$ cat config.mk
export PLATFORM = sky130hd
export DESIGN_NAME = adc_mode_control
export DESIGN_NICKNAME = d
export VERILOG_FILES = /design/src/adc_mode_control_pkg.sv /design/src/adc_mode_control.sv
export SDC_FILE = /design/constraint.sdc
export NUM_CORES = 1
export LEC_CHECK = 0
export BUFFER_PORTS_ARGS = -buffer_cell sky130_fd_sc_hd__buf_2
export CAP_MARGIN = 20
export CORE_MARGIN = 5
export CORE_UTILIZATION = 55
export CTS_BUF_LIST = sky130_fd_sc_hd__clkbuf_4
export DETAILED_ROUTE_END_ITERATION = 12
export PLACE_DENSITY_LB_ADDON = 0.1
export SLEW_MARGIN = 25
export SYNTH_ARGS = -nofsm -noshare
export SYNTH_HDL_FRONTEND = slang
export SYNTH_SLANG_ARGS = --single-unit
$ cat constraint.sdc
create_clock -name CLK_I -period 7.2 [get_ports CLK_I]
set_input_delay 1.44 -clock CLK_I [delete_from_list [all_inputs] [get_ports CLK_I]]
set_output_delay 1.44 -clock CLK_I [all_outputs]
set_load 0.01 [all_outputs]
$ cat src/adc_mode_control_pkg.sv
// constants, field layouts and states of the converter mode control block
// assumes 8-bit registers in the low lane of a 32-bit classic Wishbone bus

package adc_mode_control_pkg;

    // ----------------------------------------------------------------
    // register byte addresses
    // ----------------------------------------------------------------
    localparam logic [15:0] ADDR_MODE   = 16'hFF80;
    localparam logic [15:0] ADDR_RESULT = 16'hFF88;
    localparam logic [15:0] ADDR_STATUS = 16'hFF8C;
    localparam logic [15:0] ADDR_MASK   = 16'hFF90;
    localparam logic [15:0] ADDR_OSC    = 16'hFF94;

    // ----------------------------------------------------------------
    // reset values
    // ----------------------------------------------------------------
    localparam logic [7:0] MODE_RESET = 8'h01;
    localparam logic [7:0] OSC_RESET  = 8'h00;
    localparam logic [7:0] ZERO8      = 8'h00;

    // ----------------------------------------------------------------
    // field positions and codes
    // ----------------------------------------------------------------
    localparam int DONE_BIT   = 0;
    localparam int BYPASS_BIT = 0;

    // conversion time codes {hi, lo, low bit}
    localparam logic [2:0] TIME_80  = 3'h1;
    localparam logic [2:0] TIME_40  = 3'h3;
    localparam logic [2:0] TIME_50  = 3'h4;
    localparam logic [2:0] TIME_100 = 3'h5;

    // a conversion is ten slots: two sampling, eight bit decisions
    localparam logic [3:0] SLOTS      = 4'hA;
    localparam logic [3:0] LAST_SLOT  = 4'h9;
    localparam logic [3:0] LAST_SAMPLE = 4'h1;
    // slot lengths in converter clocks (total / ten)
    localparam logic [3:0] SLOT_80  = 4'h8;
    localparam logic [3:0] SLOT_40  = 4'h4;
    localparam logic [3:0] SLOT_50  = 4'h5;
    localparam logic [3:0] SLOT_100 = 4'hA;

    localparam logic [7:0] MSB_TRIAL = 8'h80;

    // mode register layout
    typedef struct packed {
        logic       run;                    // bit 7
        logic       hardware_trigger_select; // bit 6
        logic       conv_time_sel_hi;       // bit 5
        logic       conv_time_sel_lo;       // bit 4
        logic [2:0] channel_sel;            // bits 3..1
        logic       conv_time_sel_low_bit;  // bit 0
    } adc_mode_register_t;

    // gray along idle -> wait -> sample -> convert
    typedef enum logic [1:0] {
        ST_IDLE     = 2'h0,
        ST_TRIG     = 2'h1,
        ST_SAMPLE   = 2'h3,
        ST_CONVERT  = 2'h2
    } conv_state_t;

endpackage

$ cat src/adc_mode_control.sv
// converter mode control: Wishbone register file, conversion sequencer,
// successive-approximation register and done interrupt
// assumes an external DAC + comparator: CMP_I high when input >= DAC_O,
// settled within one converter slot; all inputs synchronous to CLK_I

`timescale 1ns/1ps
`default_nettype none

// Notes on behaviour
// - eight-bit SAR result, eight input channels
// - single channel mode, optional external trigger
// - software mode repeats conversion continuously
// - mode bits 3..1 pick channel binary
// - time code sets conversion clock count
// - bit 6 selects software or trigger start
// - clearing bit 7 stops conversion
// - run bit starts; clear flag first
// - converter clock is oscillator or half

module adc_mode_control #(
    parameter int ADDR_W = 16,
    parameter int RES_W  = 8
) (
    input  wire logic              CLK_I,   // system clock, 100 MHz
    input  wire logic              SRST_I,  // synchronous reset, high
    input  wire logic              CYC_I,   // wishbone cycle
    input  wire logic              STB_I,   // wishbone strobe
    input  wire logic              WE_I,    // wishbone write enable
    input  wire logic [ADDR_W-1:0] ADR_I,   // wishbone byte address
    input  wire logic [3:0]        SEL_I,   // wishbone byte selects
    input  wire logic [31:0]       DAT_I,   // wishbone write data
    output logic      [31:0]       DAT_O,   // wishbone read data
    output logic                   ACK_O,   // wishbone acknowledge
    input  wire logic              TRIG_I,  // external start trigger
    input  wire logic              CMP_I,   // comparator result
    output logic      [RES_W-1:0]  DAC_O,   // trial code to the DAC
    output logic      [2:0]        CH_SEL_O, // analog channel select
    output logic                   SAMPLE_O, // sample/hold active
    output logic                   IRQ_O    // conversion done interrupt
);

    // ----------------------------------------------------------------
    // elaboration checks
    // ----------------------------------------------------------------
    initial begin
        if (ADDR_W < 16) begin
            $error("ADDR_W must be at least 16");
        end
        if (RES_W != 8) begin
            $error("RES_W must be 8");
        end
    end

    // ----------------------------------------------------------------
    // declarations
    // ----------------------------------------------------------------
    adc_mode_control_pkg::adc_mode_register_t mode_reg;
    adc_mode_control_pkg::conv_state_t        state_reg;
    adc_mode_control_pkg::conv_state_t        state_next;

    logic              ack_reg;
    logic [31:0]       rdata_reg;
    logic [7:0]        result_reg;
    logic [7:0]        status_reg;
    logic [7:0]        mask_reg;
    logic [7:0]        osc_reg;
    logic [7:0]        trial_reg;
    logic [7:0]        bit_reg;
    logic [2:0]        chan_reg;
    logic [3:0]        slot_reg;
    logic [3:0]        tick_reg;
    logic              div_reg;
    logic              trig_d_reg;

    logic              bus_req;
    logic              wr_now;
    logic              rd_now;
    logic              mode_wr;
    logic              status_rd;
    logic [15:0]       addr;
    logic [7:0]        wdata;
    logic [7:0]        rdata_next;
    logic              conv_tick;
    logic              slot_end;
    logic              conv_done;
    logic              trig_rise;
    logic              active;
    logic [3:0]        slot_len;
    logic [2:0]        time_code;

    // ----------------------------------------------------------------
    // wishbone slave
    // ----------------------------------------------------------------
    assign addr    = ADR_I[15:0];
    assign wdata   = DAT_I[7:0];
    assign bus_req = CYC_I & STB_I;
    // writes land on the edge where the master sees ack high
    assign wr_now  = bus_req & ack_reg & WE_I & SEL_I[0];
    assign rd_now  = bus_req & ack_reg & ~WE_I;
    assign mode_wr = wr_now & (addr == adc_mode_control_pkg::ADDR_MODE);
    assign status_rd = rd_now & (addr == adc_mode_control_pkg::ADDR_STATUS);

    // one wait state, ack drops the cycle after it is given
    always_ff @(posedge CLK_I) begin
        if (SRST_I) begin
            ack_reg <= 1'b0;
        end else begin
            ack_reg <= bus_req & ~ack_reg;
        end
    end

    // read mux; unmapped addresses read as zero
    always_comb begin
        rdata_next = adc_mode_control_pkg::ZERO8;
        if (addr == adc_mode_control_pkg::ADDR_MODE) begin
            rdata_next = mode_reg;
        end else if (addr == adc_mode_control_pkg::ADDR_RESULT) begin
            rdata_next = result_reg;
        end else if (addr == adc_mode_control_pkg::ADDR_STATUS) begin
            rdata_next = status_reg;
        end else if (addr == adc_mode_control_pkg::ADDR_MASK) begin
            rdata_next = mask_reg;
        end else if (addr == adc_mode_control_pkg::ADDR_OSC) begin
            rdata_next = osc_reg;
        end
    end

    // read data captured in the request cycle, shown with ack
    always_ff @(posedge CLK_I) begin
        if (SRST_I) begin
            rdata_reg <= 32'h0000_0000;
        end else if (bus_req & ~ack_reg) begin
            rdata_reg <= {24'h00_0000, rdata_next};
        end
    end

    assign DAT_O = rdata_reg;
    assign ACK_O = ack_reg;

    // ----------------------------------------------------------------
    // configuration registers
    // ----------------------------------------------------------------
    // mode register, all fields
    always_ff @(posedge CLK_I) begin
        if (SRST_I) begin
            mode_reg <= adc_mode_control_pkg::MODE_RESET;
        end else if (mode_wr) begin
            mode_reg <= wdata;
        end
    end

    // mask and oscillator divider bypass
    always_ff @(posedge CLK_I) begin
        if (SRST_I) begin
            mask_reg <= adc_mode_control_pkg::ZERO8;
            osc_reg  <= adc_mode_control_pkg::OSC_RESET;
        end else if (wr_now) begin
            if (addr == adc_mode_control_pkg::ADDR_MASK) begin
                mask_reg <= wdata;
            end else if (addr == adc_mode_control_pkg::ADDR_OSC) begin
                osc_reg <= wdata;
            end
        end
    end

    // ----------------------------------------------------------------
    // converter clock and timing
    // ----------------------------------------------------------------
    // full or half rate tick
    always_ff @(posedge CLK_I) begin
        if (SRST_I) begin
            div_reg <= 1'b0;
        end else begin
            div_reg <= active & ~div_reg;
        end
    end

    assign conv_tick = osc_reg[adc_mode_control_pkg::BYPASS_BIT] | div_reg;
    assign active    = (state_reg == adc_mode_control_pkg::ST_SAMPLE) |
                       (state_reg == adc_mode_control_pkg::ST_CONVERT);

    assign time_code = {mode_reg.conv_time_sel_hi, mode_reg.conv_time_sel_lo,
                        mode_reg.conv_time_sel_low_bit};

    // slot length per code
    // prohibited codes run at the slowest rate rather than hang
    always_comb begin
        case (time_code)
            adc_mode_control_pkg::TIME_80:  slot_len = adc_mode_control_pkg::SLOT_80;
            adc_mode_control_pkg::TIME_40:  slot_len = adc_mode_control_pkg::SLOT_40;
            adc_mode_control_pkg::TIME_50:  slot_len = adc_mode_control_pkg::SLOT_50;
            adc_mode_control_pkg::TIME_100: slot_len = adc_mode_control_pkg::SLOT_100;
            default:                        slot_len = adc_mode_control_pkg::SLOT_100;
        endcase
    end

    assign slot_end  = active & conv_tick & (tick_reg == slot_len - 4'h1);
    assign conv_done = slot_end & (state_reg == adc_mode_control_pkg::ST_CONVERT) &
                       (slot_reg == adc_mode_control_pkg::LAST_SLOT);

    // tick counter within a slot, slot counter within a conversion
    always_ff @(posedge CLK_I) begin
        if (SRST_I) begin
            tick_reg <= 4'h0;
            slot_reg <= 4'h0;
        end else if (~active | mode_wr | (state_next != state_reg &
                     state_next == adc_mode_control_pkg::ST_SAMPLE)) begin
            tick_reg <= 4'h0;
            slot_reg <= 4'h0;
        end else if (slot_end) begin
            tick_reg <= 4'h0;
            slot_reg <= slot_reg + 4'h1;
        end else if (conv_tick) begin
            tick_reg <= tick_reg + 4'h1;
        end
    end

    // ----------------------------------------------------------------
    // sequencer
    // ----------------------------------------------------------------
    assign trig_rise = TRIG_I & ~trig_d_reg;

    always_ff @(posedge CLK_I) begin
        if (SRST_I) begin
            trig_d_reg <= 1'b0;
        end else begin
            trig_d_reg <= TRIG_I;
        end
    end

    always_comb begin
        state_next = state_reg;
        if (mode_wr) begin
            // a mode write restarts from the new settings
            if (~wdata[7]) begin
                state_next = adc_mode_control_pkg::ST_IDLE;
            end else if (wdata[6]) begin
                state_next = adc_mode_control_pkg::ST_TRIG;
            end else begin
                state_next = adc_mode_control_pkg::ST_SAMPLE;
            end
        end else if (~mode_reg.run) begin
            state_next = adc_mode_control_pkg::ST_IDLE;
        end else if (mode_reg.hardware_trigger_select & trig_rise) begin
            // a trigger mid-conversion restarts it
            state_next = adc_mode_control_pkg::ST_SAMPLE;
        end else begin
            case (state_reg)
                adc_mode_control_pkg::ST_SAMPLE: begin
                    if (slot_end & slot_reg == adc_mode_control_pkg::LAST_SAMPLE) begin
                        state_next = adc_mode_control_pkg::ST_CONVERT;
                    end
                end
                adc_mode_control_pkg::ST_CONVERT: begin
                    if (conv_done) begin
                        if (mode_reg.hardware_trigger_select) begin
                            state_next = adc_mode_control_pkg::ST_TRIG;
                        end else begin
                            state_next = adc_mode_control_pkg::ST_SAMPLE;
                        end
                    end
                end
                adc_mode_control_pkg::ST_IDLE: begin
                    state_next = mode_reg.hardware_trigger_select ?
                                 adc_mode_control_pkg::ST_TRIG :
                                 adc_mode_control_pkg::ST_SAMPLE;
                end
                default: begin
                    state_next = adc_mode_control_pkg::ST_TRIG;
                end
            endcase
        end
    end

    always_ff @(posedge CLK_I) begin
        if (SRST_I) begin
            state_reg <= adc_mode_control_pkg::ST_IDLE;
        end else begin
            state_reg <= state_next;
        end
    end

    // channel latched at each start so a mid-run write cannot mix inputs
    always_ff @(posedge CLK_I) begin
        if (SRST_I) begin
            chan_reg <= 3'h0;
        end else if (state_next == adc_mode_control_pkg::ST_SAMPLE &
                     (state_reg != adc_mode_control_pkg::ST_SAMPLE | mode_wr)) begin
            chan_reg <= mode_wr ? wdata[3:1] : mode_reg.channel_sel;
        end
    end

    // ----------------------------------------------------------------
    // successive approximation
    // ----------------------------------------------------------------
    // binary search, msb first
    always_ff @(posedge CLK_I) begin
        if (SRST_I) begin
            trial_reg <= adc_mode_control_pkg::ZERO8;
            bit_reg   <= adc_mode_control_pkg::ZERO8;
        end else if (state_next == adc_mode_control_pkg::ST_SAMPLE &
                     state_reg != adc_mode_control_pkg::ST_SAMPLE) begin
            trial_reg <= adc_mode_control_pkg::ZERO8;
            bit_reg   <= adc_mode_control_pkg::ZERO8;
        end else if (slot_end & state_reg == adc_mode_control_pkg::ST_SAMPLE &
                     slot_reg == adc_mode_control_pkg::LAST_SAMPLE) begin
            trial_reg <= adc_mode_control_pkg::MSB_TRIAL;
            bit_reg   <= adc_mode_control_pkg::MSB_TRIAL;
        end else if (slot_end & state_reg == adc_mode_control_pkg::ST_CONVERT) begin
            // keep the bit if the input is not below the trial
            trial_reg <= (CMP_I ? trial_reg : (trial_reg & ~bit_reg)) | (bit_reg >> 1);
            bit_reg   <= bit_reg >> 1;
        end
    end

    always_ff @(posedge CLK_I) begin
        if (SRST_I) begin
            result_reg <= adc_mode_control_pkg::ZERO8;
        end else if (conv_done) begin
            result_reg <= CMP_I ? trial_reg : (trial_reg & ~bit_reg);
        end
    end

    // ----------------------------------------------------------------
    // interrupt
    // ----------------------------------------------------------------
    // sticky done flag
    // a new completion wins over the read that clears the flag
    always_ff @(posedge CLK_I) begin
        if (SRST_I) begin
            status_reg <= adc_mode_control_pkg::ZERO8;
        end else begin
            status_reg[adc_mode_control_pkg::DONE_BIT] <=
                (status_reg[adc_mode_control_pkg::DONE_BIT] & ~status_rd) | conv_done;
        end
    end

    assign IRQ_O = |(status_reg & mask_reg);

    // ----------------------------------------------------------------
    // analog side outputs
    // ----------------------------------------------------------------
    assign DAC_O    = trial_reg;
    assign CH_SEL_O = chan_reg;
    assign SAMPLE_O = (state_reg == adc_mode_control_pkg::ST_SAMPLE);

endmodule

`default_nettype wire

==> reports/metrics.cfg, run 1 <==
[place]
preCtsSetupSlack_ps = 3350
place_congestion = 0.775
portBuffers = 53
dp_hpwl_um = 5710

[logic_synthesis]
ys_seq_area_frac = 0.396
synth.distinct_cells = 60
synth_edf_count = 0
synthFlopType = dfxtp_1
syn_area_per_cell_um2 = 9.19
async_flop_share = 0
netlist_area_um2 = 3690
ys_ff_latch = 73
synthCells = 402
yosys_warnings = 0

[clock_network]
cts_resized = 0
numClockSinks = 73
cts_tree = done
clockBufferDepth = 2
insertion_delay_ps = 420
post_cts_buffers = 0
cts-root-buf = clkbuf_4
cts.clk_slew.worst_paths_ps = 120
cts_htree_levels = 3
numCtsBuffers = 9
hold_buffers = 0

[worst_setup_path]
crit_family = compound AO/OA/AOI/OAI gates
worstPathCellList = or3b_1, o21ai_0, ha_1, xnor2_4, mux2i_1, a221oi_2, nor3_2, o32ai_1, a311o_2, nor2_1
worstPathMaxFanout = 14
cp-start-kind = flip-flop
cpMaxStageDelayCell = a221oi_2
critPathKind = reg -> reg
arrival_ps = 3950
required_ps = 7500
critPathMaxStageDelay_ps = 630
crit_buf_inv = 0
end_kind = flip-flop

[global_route]
grt_usage = 0.192
grt_pass1_vias = 2652
overflow = 0
grt_pass1_wl_um = 13000
antenna_found_initial = 0
grt_max_degree = 52

[sta]
fmax_ghz = 0.274
slew_violations = 0
worstMarginPinSlew_ps = 895
tns_ps = 0
finClkSkew_ps = 15.0
worst_slack_ps = 3550
setup_violations = 0
period_share = 0.507
hold_viol = 0
max-slew-margin-rel = 0.399
period_minus_slack_ps = 3650
rsz0062_at_grt = false

[floorplanning]
die_area_um2 = 8450
start_util = 0.572
core_area_um2 = 6460
die_h_um = 92.0
rows = 29
pin_count = 105
die_w_um = 92.0

[routing]
dr_wl_met2_um = 3500
antenna_left = 0
drt-vias-per-instance = 5.40
drt_iter0_markers = 134
highest_layer = met4
dr_wl_met3_um = 493
drc = 0
wirelength_met1_um = 3610
avgRoutedWirePerCell_um = 14.7
drt_pass1_iterations = 5
vias = 2868
drt-total-wl_um = 7810

[cells_and_area]
num-fill-cells = 576
drive_gt1_frac = 0.240
fin_nets = 512
area_growth_pct = 8.54
diodes = 0

[power_and_ir_drop]
leakage_nw = 1.51
power.share.clock = 0.365
swShare = 0.243
p_seq_frac = 0.586
combPwrFrac = 0.049
pwr_density_cell_nw_per_um2 = 172
ir_drop_v = 0.000102
p_int_mw = 0.523
p_switching_mw = 0.168

[run]
cap_violations = 0

[min_path]
hold_class = reg -> reg

[status]
status = finished, final reports clean

## synthesized netlist by cell type, types with 2 or more instances
master    instances  area share
nor3_1            5      0.0068
a22oi_1           7       0.014
buf_6             3      0.0091
buf_4            24       0.049
or2_2             2      0.0034
xor2_1            5       0.012
ha_1              4       0.014
dfxtp_1          73        0.40
nand2_1          38       0.039
mux2i_1          34       0.092
nor2_1           38       0.039
inv_1             7      0.0071
a21oi_1          27       0.037
nand4_1           3      0.0051
clkbuf_1         10       0.010
and3_2            2      0.0041
nor2b_1           6       0.010
buf_2             2      0.0027
nand3b_1         12       0.024
or3b_2            2      0.0047
nor3_2            6       0.016
a221o_1           6       0.016
and3_1            3      0.0051
xnor2_1           3      0.0071
xnor2_4           2       0.015
mux2_2            3      0.0091
nand3_1          18       0.024
nand2b_1         13       0.022
nor2_2           10       0.017
o21ai_0           4      0.0054
## cell usage in the layout (no fill, tap or decap), types with 6 or more instances in the layout
master	count
a21oi_1	27
nor2_2	10
mux2i_1	34
nand3b_1	12
a22oi_1	7
a221o_1	6
buf_2	53
nor3_2	7
clkbuf_4	10
nand2_1	38
nor2_1	38
nand2b_1	13
dfxtp_1	73
nand3_1	18
inv_1	7
nor2b_1	6
conb_1	24
## worst register-to-register path: cells and delay by family, from the launching register on
family,cells,cell delay (ps)
compound gates,4,1740
xor+xnor,1,160
fa+ha+maj,1,290
flops,1,480
mux,1,110
simple gates,3,750
## final cells by class
cell class / instances / area [um^2] / area share
Multi-Input combinational cell: 304 / 2020 / 0.503
Sequential cell: 73 / 1460 / 0.365
Timing Repair Buffer: 54 / 273 / 0.0680
Tap cell: 77 / 96.3 / 0.0240
Clock buffer: 10 / 75.1 / 0.0187
Clock inverter: 6 / 58.8 / 0.0147
Inverter: 7 / 26.3 / 0.00655
## per-stage QoR
| stage | utilization | cells | area, um^2 | hold slack (ps) | total power, mW |
|---|---|---|---|---|---|
| floorplan | - | 425 | 3780 | 384 | 0.443 |
| global placement | 0.600 | 515 | 3870 | 394 | 0.447 |
| detailed placement | 0.600 | 515 | 3870 | 402 | 0.447 |
| CTS | 0.621 | 531 | 4010 | 417 | 0.696 |
| global route | 0.621 | 531 | 4010 | 442 | 0.718 |
| finish | 0.621 | 531 | 4010 | 414 | 0.691 |
## final timing paths
path                end  cells past startpoint   startpoint  slack [ps]
min             div_reg                      1      div_reg         410
max          bit_reg[0]                     10  mode_reg[5]        3550
max reg2reg  bit_reg[0]                     10  mode_reg[5]        3550
min reg2reg     div_reg                      1      div_reg         410
## logic make-up (layout without fill, tap and decap cells)
kind of cell	after synthesis	in the layout	share of synthesized area
adder cells (fa/ha/maj)	4	4	0.0136
flip-flops	73	73	0.396
AND/OR/NAND/NOR	174	174	0.270
AO/OA/AOI/OAI	55	55	0.102
XOR/XNOR	10	10	0.0339
buffers and inverters	48	77	0.0827
multiplexers	37	37	0.101
other	1	24	0.00102
## per-layer routing
layer  track usage  vias up
li1              -     1447
met1         0.254     1322
met2         0.296       84
met3        0.0417       15
met4        0.0965        0
met5             0        -
## power by group through the flow
| stage | Clock [mW] | Combinational (mW) | Sequential [mW] |
|---|---|---|---|
| floorplan | 0 | 0.0294 | 0.414 |
| global placement | 0 | 0.0330 | 0.414 |
| detailed placement | 0 | 0.0336 | 0.414 |
| CTS | 0.258 | 0.0337 | 0.405 |
| global route | 0.275 | 0.0376 | 0.405 |
| finish | 0.252 | 0.0340 | 0.405 |
Note: power is estimated with default switching activity, not from simulation.
==> inputs of run 2 (changes only) <==
Settings changed: ABC_AREA set to 1, CORE_UTILIZATION 55 to 54.
Clock period 7.2 ns to 3.8 ns, I/O delays scaled along.
==> reports/metrics.cfg, run 2 <==
[status]
status = finished, final reports clean

[global_route]
overflow = 0
antenna_found_initial = 0
grt_usage = 0.196
grt_max_degree = 34
grt_pass1_vias = 2972
grt_pass1_wl_um = 13700

[worst_setup_path]
worst_r2r_endpoint = DAC_O[0]
ff2ff_path_depth = 17
end_kind = flip-flop
worstPathCellList = inv_1, nand3_1, nand3_2, ha_1, nand2_1, inv_1, nor2_1, nand2_1, nor2_4, nand2_2, nor2_8, nand2_1, inv_1, o21ai_0, o21ai_0, inv_1, nor2_4
critPathMaxStageDelay_ps = 410
arrival_ps = 3300
reg2reg_from = mode_reg[5]
crit_path_frequent_cell = inv_1
required_ps = 4150
crit_buf_inv = 4
reg2reg_setup_slack_ps = 850
cp-start-kind = flip-flop
critPathKind = reg -> reg
cpMaxStageDelayCell = dfxtp_1
crit_family = simple AND/OR/NAND/NOR gates
worstPathMaxFanout = 14

[sta]
max-slew-margin-rel = 0.406
tns_ps = 0
setup_violations = 0
period_minus_slack_ps = 2950
finClkSkew_ps = 17.4
period_share = 0.777
worst_slack_ps = 846
slew_violations = 0
rsz0062_at_grt = false
fmax_ghz = 0.338
worstMarginPinSlew_ps = 884
hold_viol = 0

[clock_network]
numClockSinks = 73
clockBufferDepth = 2
cts_tree = done
cts-root-buf = clkbuf_4
cts_htree_levels = 3
cts_resized = 0
cts.clk_slew.worst_paths_ps = 120
insertion_delay_ps = 420
hold_buffers = 0
numCtsBuffers = 9
post_cts_buffers = 0

[routing]
drt-vias-per-instance = 5.07
drt-total-wl_um = 8290
drt_iter0_markers = 141
avgRoutedWirePerCell_um = 12.8
antenna_left = 0
drt_pass1_iterations = 5
vias = 3283
drc = 0

[cells_and_area]
layout_common_cells = nand2_1 (83), inv_1 (81), dfxtp_1 (73)
num-fill-cells = 645
diodes = 0
instances_no_fill = 647
area_growth_pct = 11.0
drive_gt1_frac = 0.173
fin_nets = 625
final_common_cell = nand2_1

[power_and_ir_drop]
pwr_density_cell_nw_per_um2 = 353
p_seq_frac = 0.528
leakage_nw = 1.72
p_switching_mw = 0.334
power.share.clock = 0.427
swShare = 0.230
combPwrFrac = 0.045
ir_drop_v = 0.000261
p_int_mw = 1.12

[min_path]
min_from = div_reg
hold-path-endpoint = div_reg
hold_class = reg -> reg
min_delay_path_depth = 1

[logic_synthesis]
synth.top_cells.by_count = nand2_1 (83), inv_1 (81), dfxtp_1 (73), o21ai_0 (55), a21oi_1 (49)
synth.most_common_cell = nand2_1
synthCells = 509
synthFlopType = dfxtp_1
synth_top_cell_by_area = dfxtp_1
synth_top_cell_area_share = 0.394
synth_edf_count = 0
async_flop_share = 0
synth_area_leaders = dfxtp_1 (39%), nand2_1 (8.4%), inv_1 (8.2%), o21ai_0 (7.4%), a21oi_1 (6.6%)
yosys_warnings = 0
ys_ff_latch = 73
ys_seq_area_frac = 0.394
synth.distinct_cells = 29
netlist_area_um2 = 3710
syn_area_per_cell_um2 = 7.28

[floorplanning]
start_util = 0.552
die_w_um = 92.9
die_h_um = 92.9
die_area_um2 = 8620
rows = 30
core_area_um2 = 6720
pin_count = 105

[place]
preCtsSetupSlack_ps = 925
dp_hpwl_um = 6150
portBuffers = 53
place_congestion = 0.893
dp.cells = 631

[run]
cap_violations = 0

run 2: cell families (layout without fill, tap and decap cells):
family                     after synthesis  in the layout  synth area share
DFF                                     73             73             0.394
AOI/OAI and AO/OA                      114            114             0.158
other                                    1             24           0.00101
muxes                                    1              1           0.00270
buffers and inverters                  118            153             0.149
and+or+nand+nor                        191            191             0.265
xor gates and xnor gates                 7              7            0.0165
adders and majority gates                4              4            0.0135
run 2: metal layers:
layer	vias to the layer above	wire (um)	track usage
met2	106	3720	0.314
met3	18	592	0.0374
met1	1465	3810	0.265
li1	1694	-	-
met5	-	0	0
met4	0	160	0.0635
run 2: layout make-up:
cell class	count	area, um^2	area share
clock buffer	9	67.6	0.0164
clock inverter	7	119	0.0289
inverter	82	308	0.0748
multi-input combinational	341	1780	0.433
sequential	73	1460	0.355
tap	80	100	0.0243
timing repair buffer	55	280	0.0681
run 2: power groups by stage:
stage          Combinational (mW)  Sequential [mW]  Clock, mW
2_1_floorplan              0.0575            0.784          0
3_3_place_gp               0.0639            0.784          0
3_5_place_dp               0.0649            0.784          0
4_1_cts                    0.0651            0.767      0.631
5_1_grt                    0.0742            0.767      0.658
6_report                   0.0657            0.766      0.619
run 2: stage by stage:
stage          hold WS [ps]  utilization  power (mW)  cell area (um^2)
5_1_grt                 450        0.613        1.50              4120
4_1_cts                 432        0.613        1.46              4120
2_1_floorplan           399            -       0.841              3790
3_5_place_dp            414        0.585       0.848              3930
3_3_place_gp            407        0.585       0.847              3930
6_report                429        0.613        1.45              4120
run 2: worst max-delay path by stage:
stage                     start  cells past startpoint       end
floorplan           mode_reg[5]                     19  DAC_O[0]
global placement    mode_reg[5]                     17  DAC_O[0]
detailed placement  mode_reg[5]                     17  DAC_O[0]
CTS                 mode_reg[5]                     17  DAC_O[0]
global route        mode_reg[5]                     17  DAC_O[0]
finish              mode_reg[5]                     17  DAC_O[0]
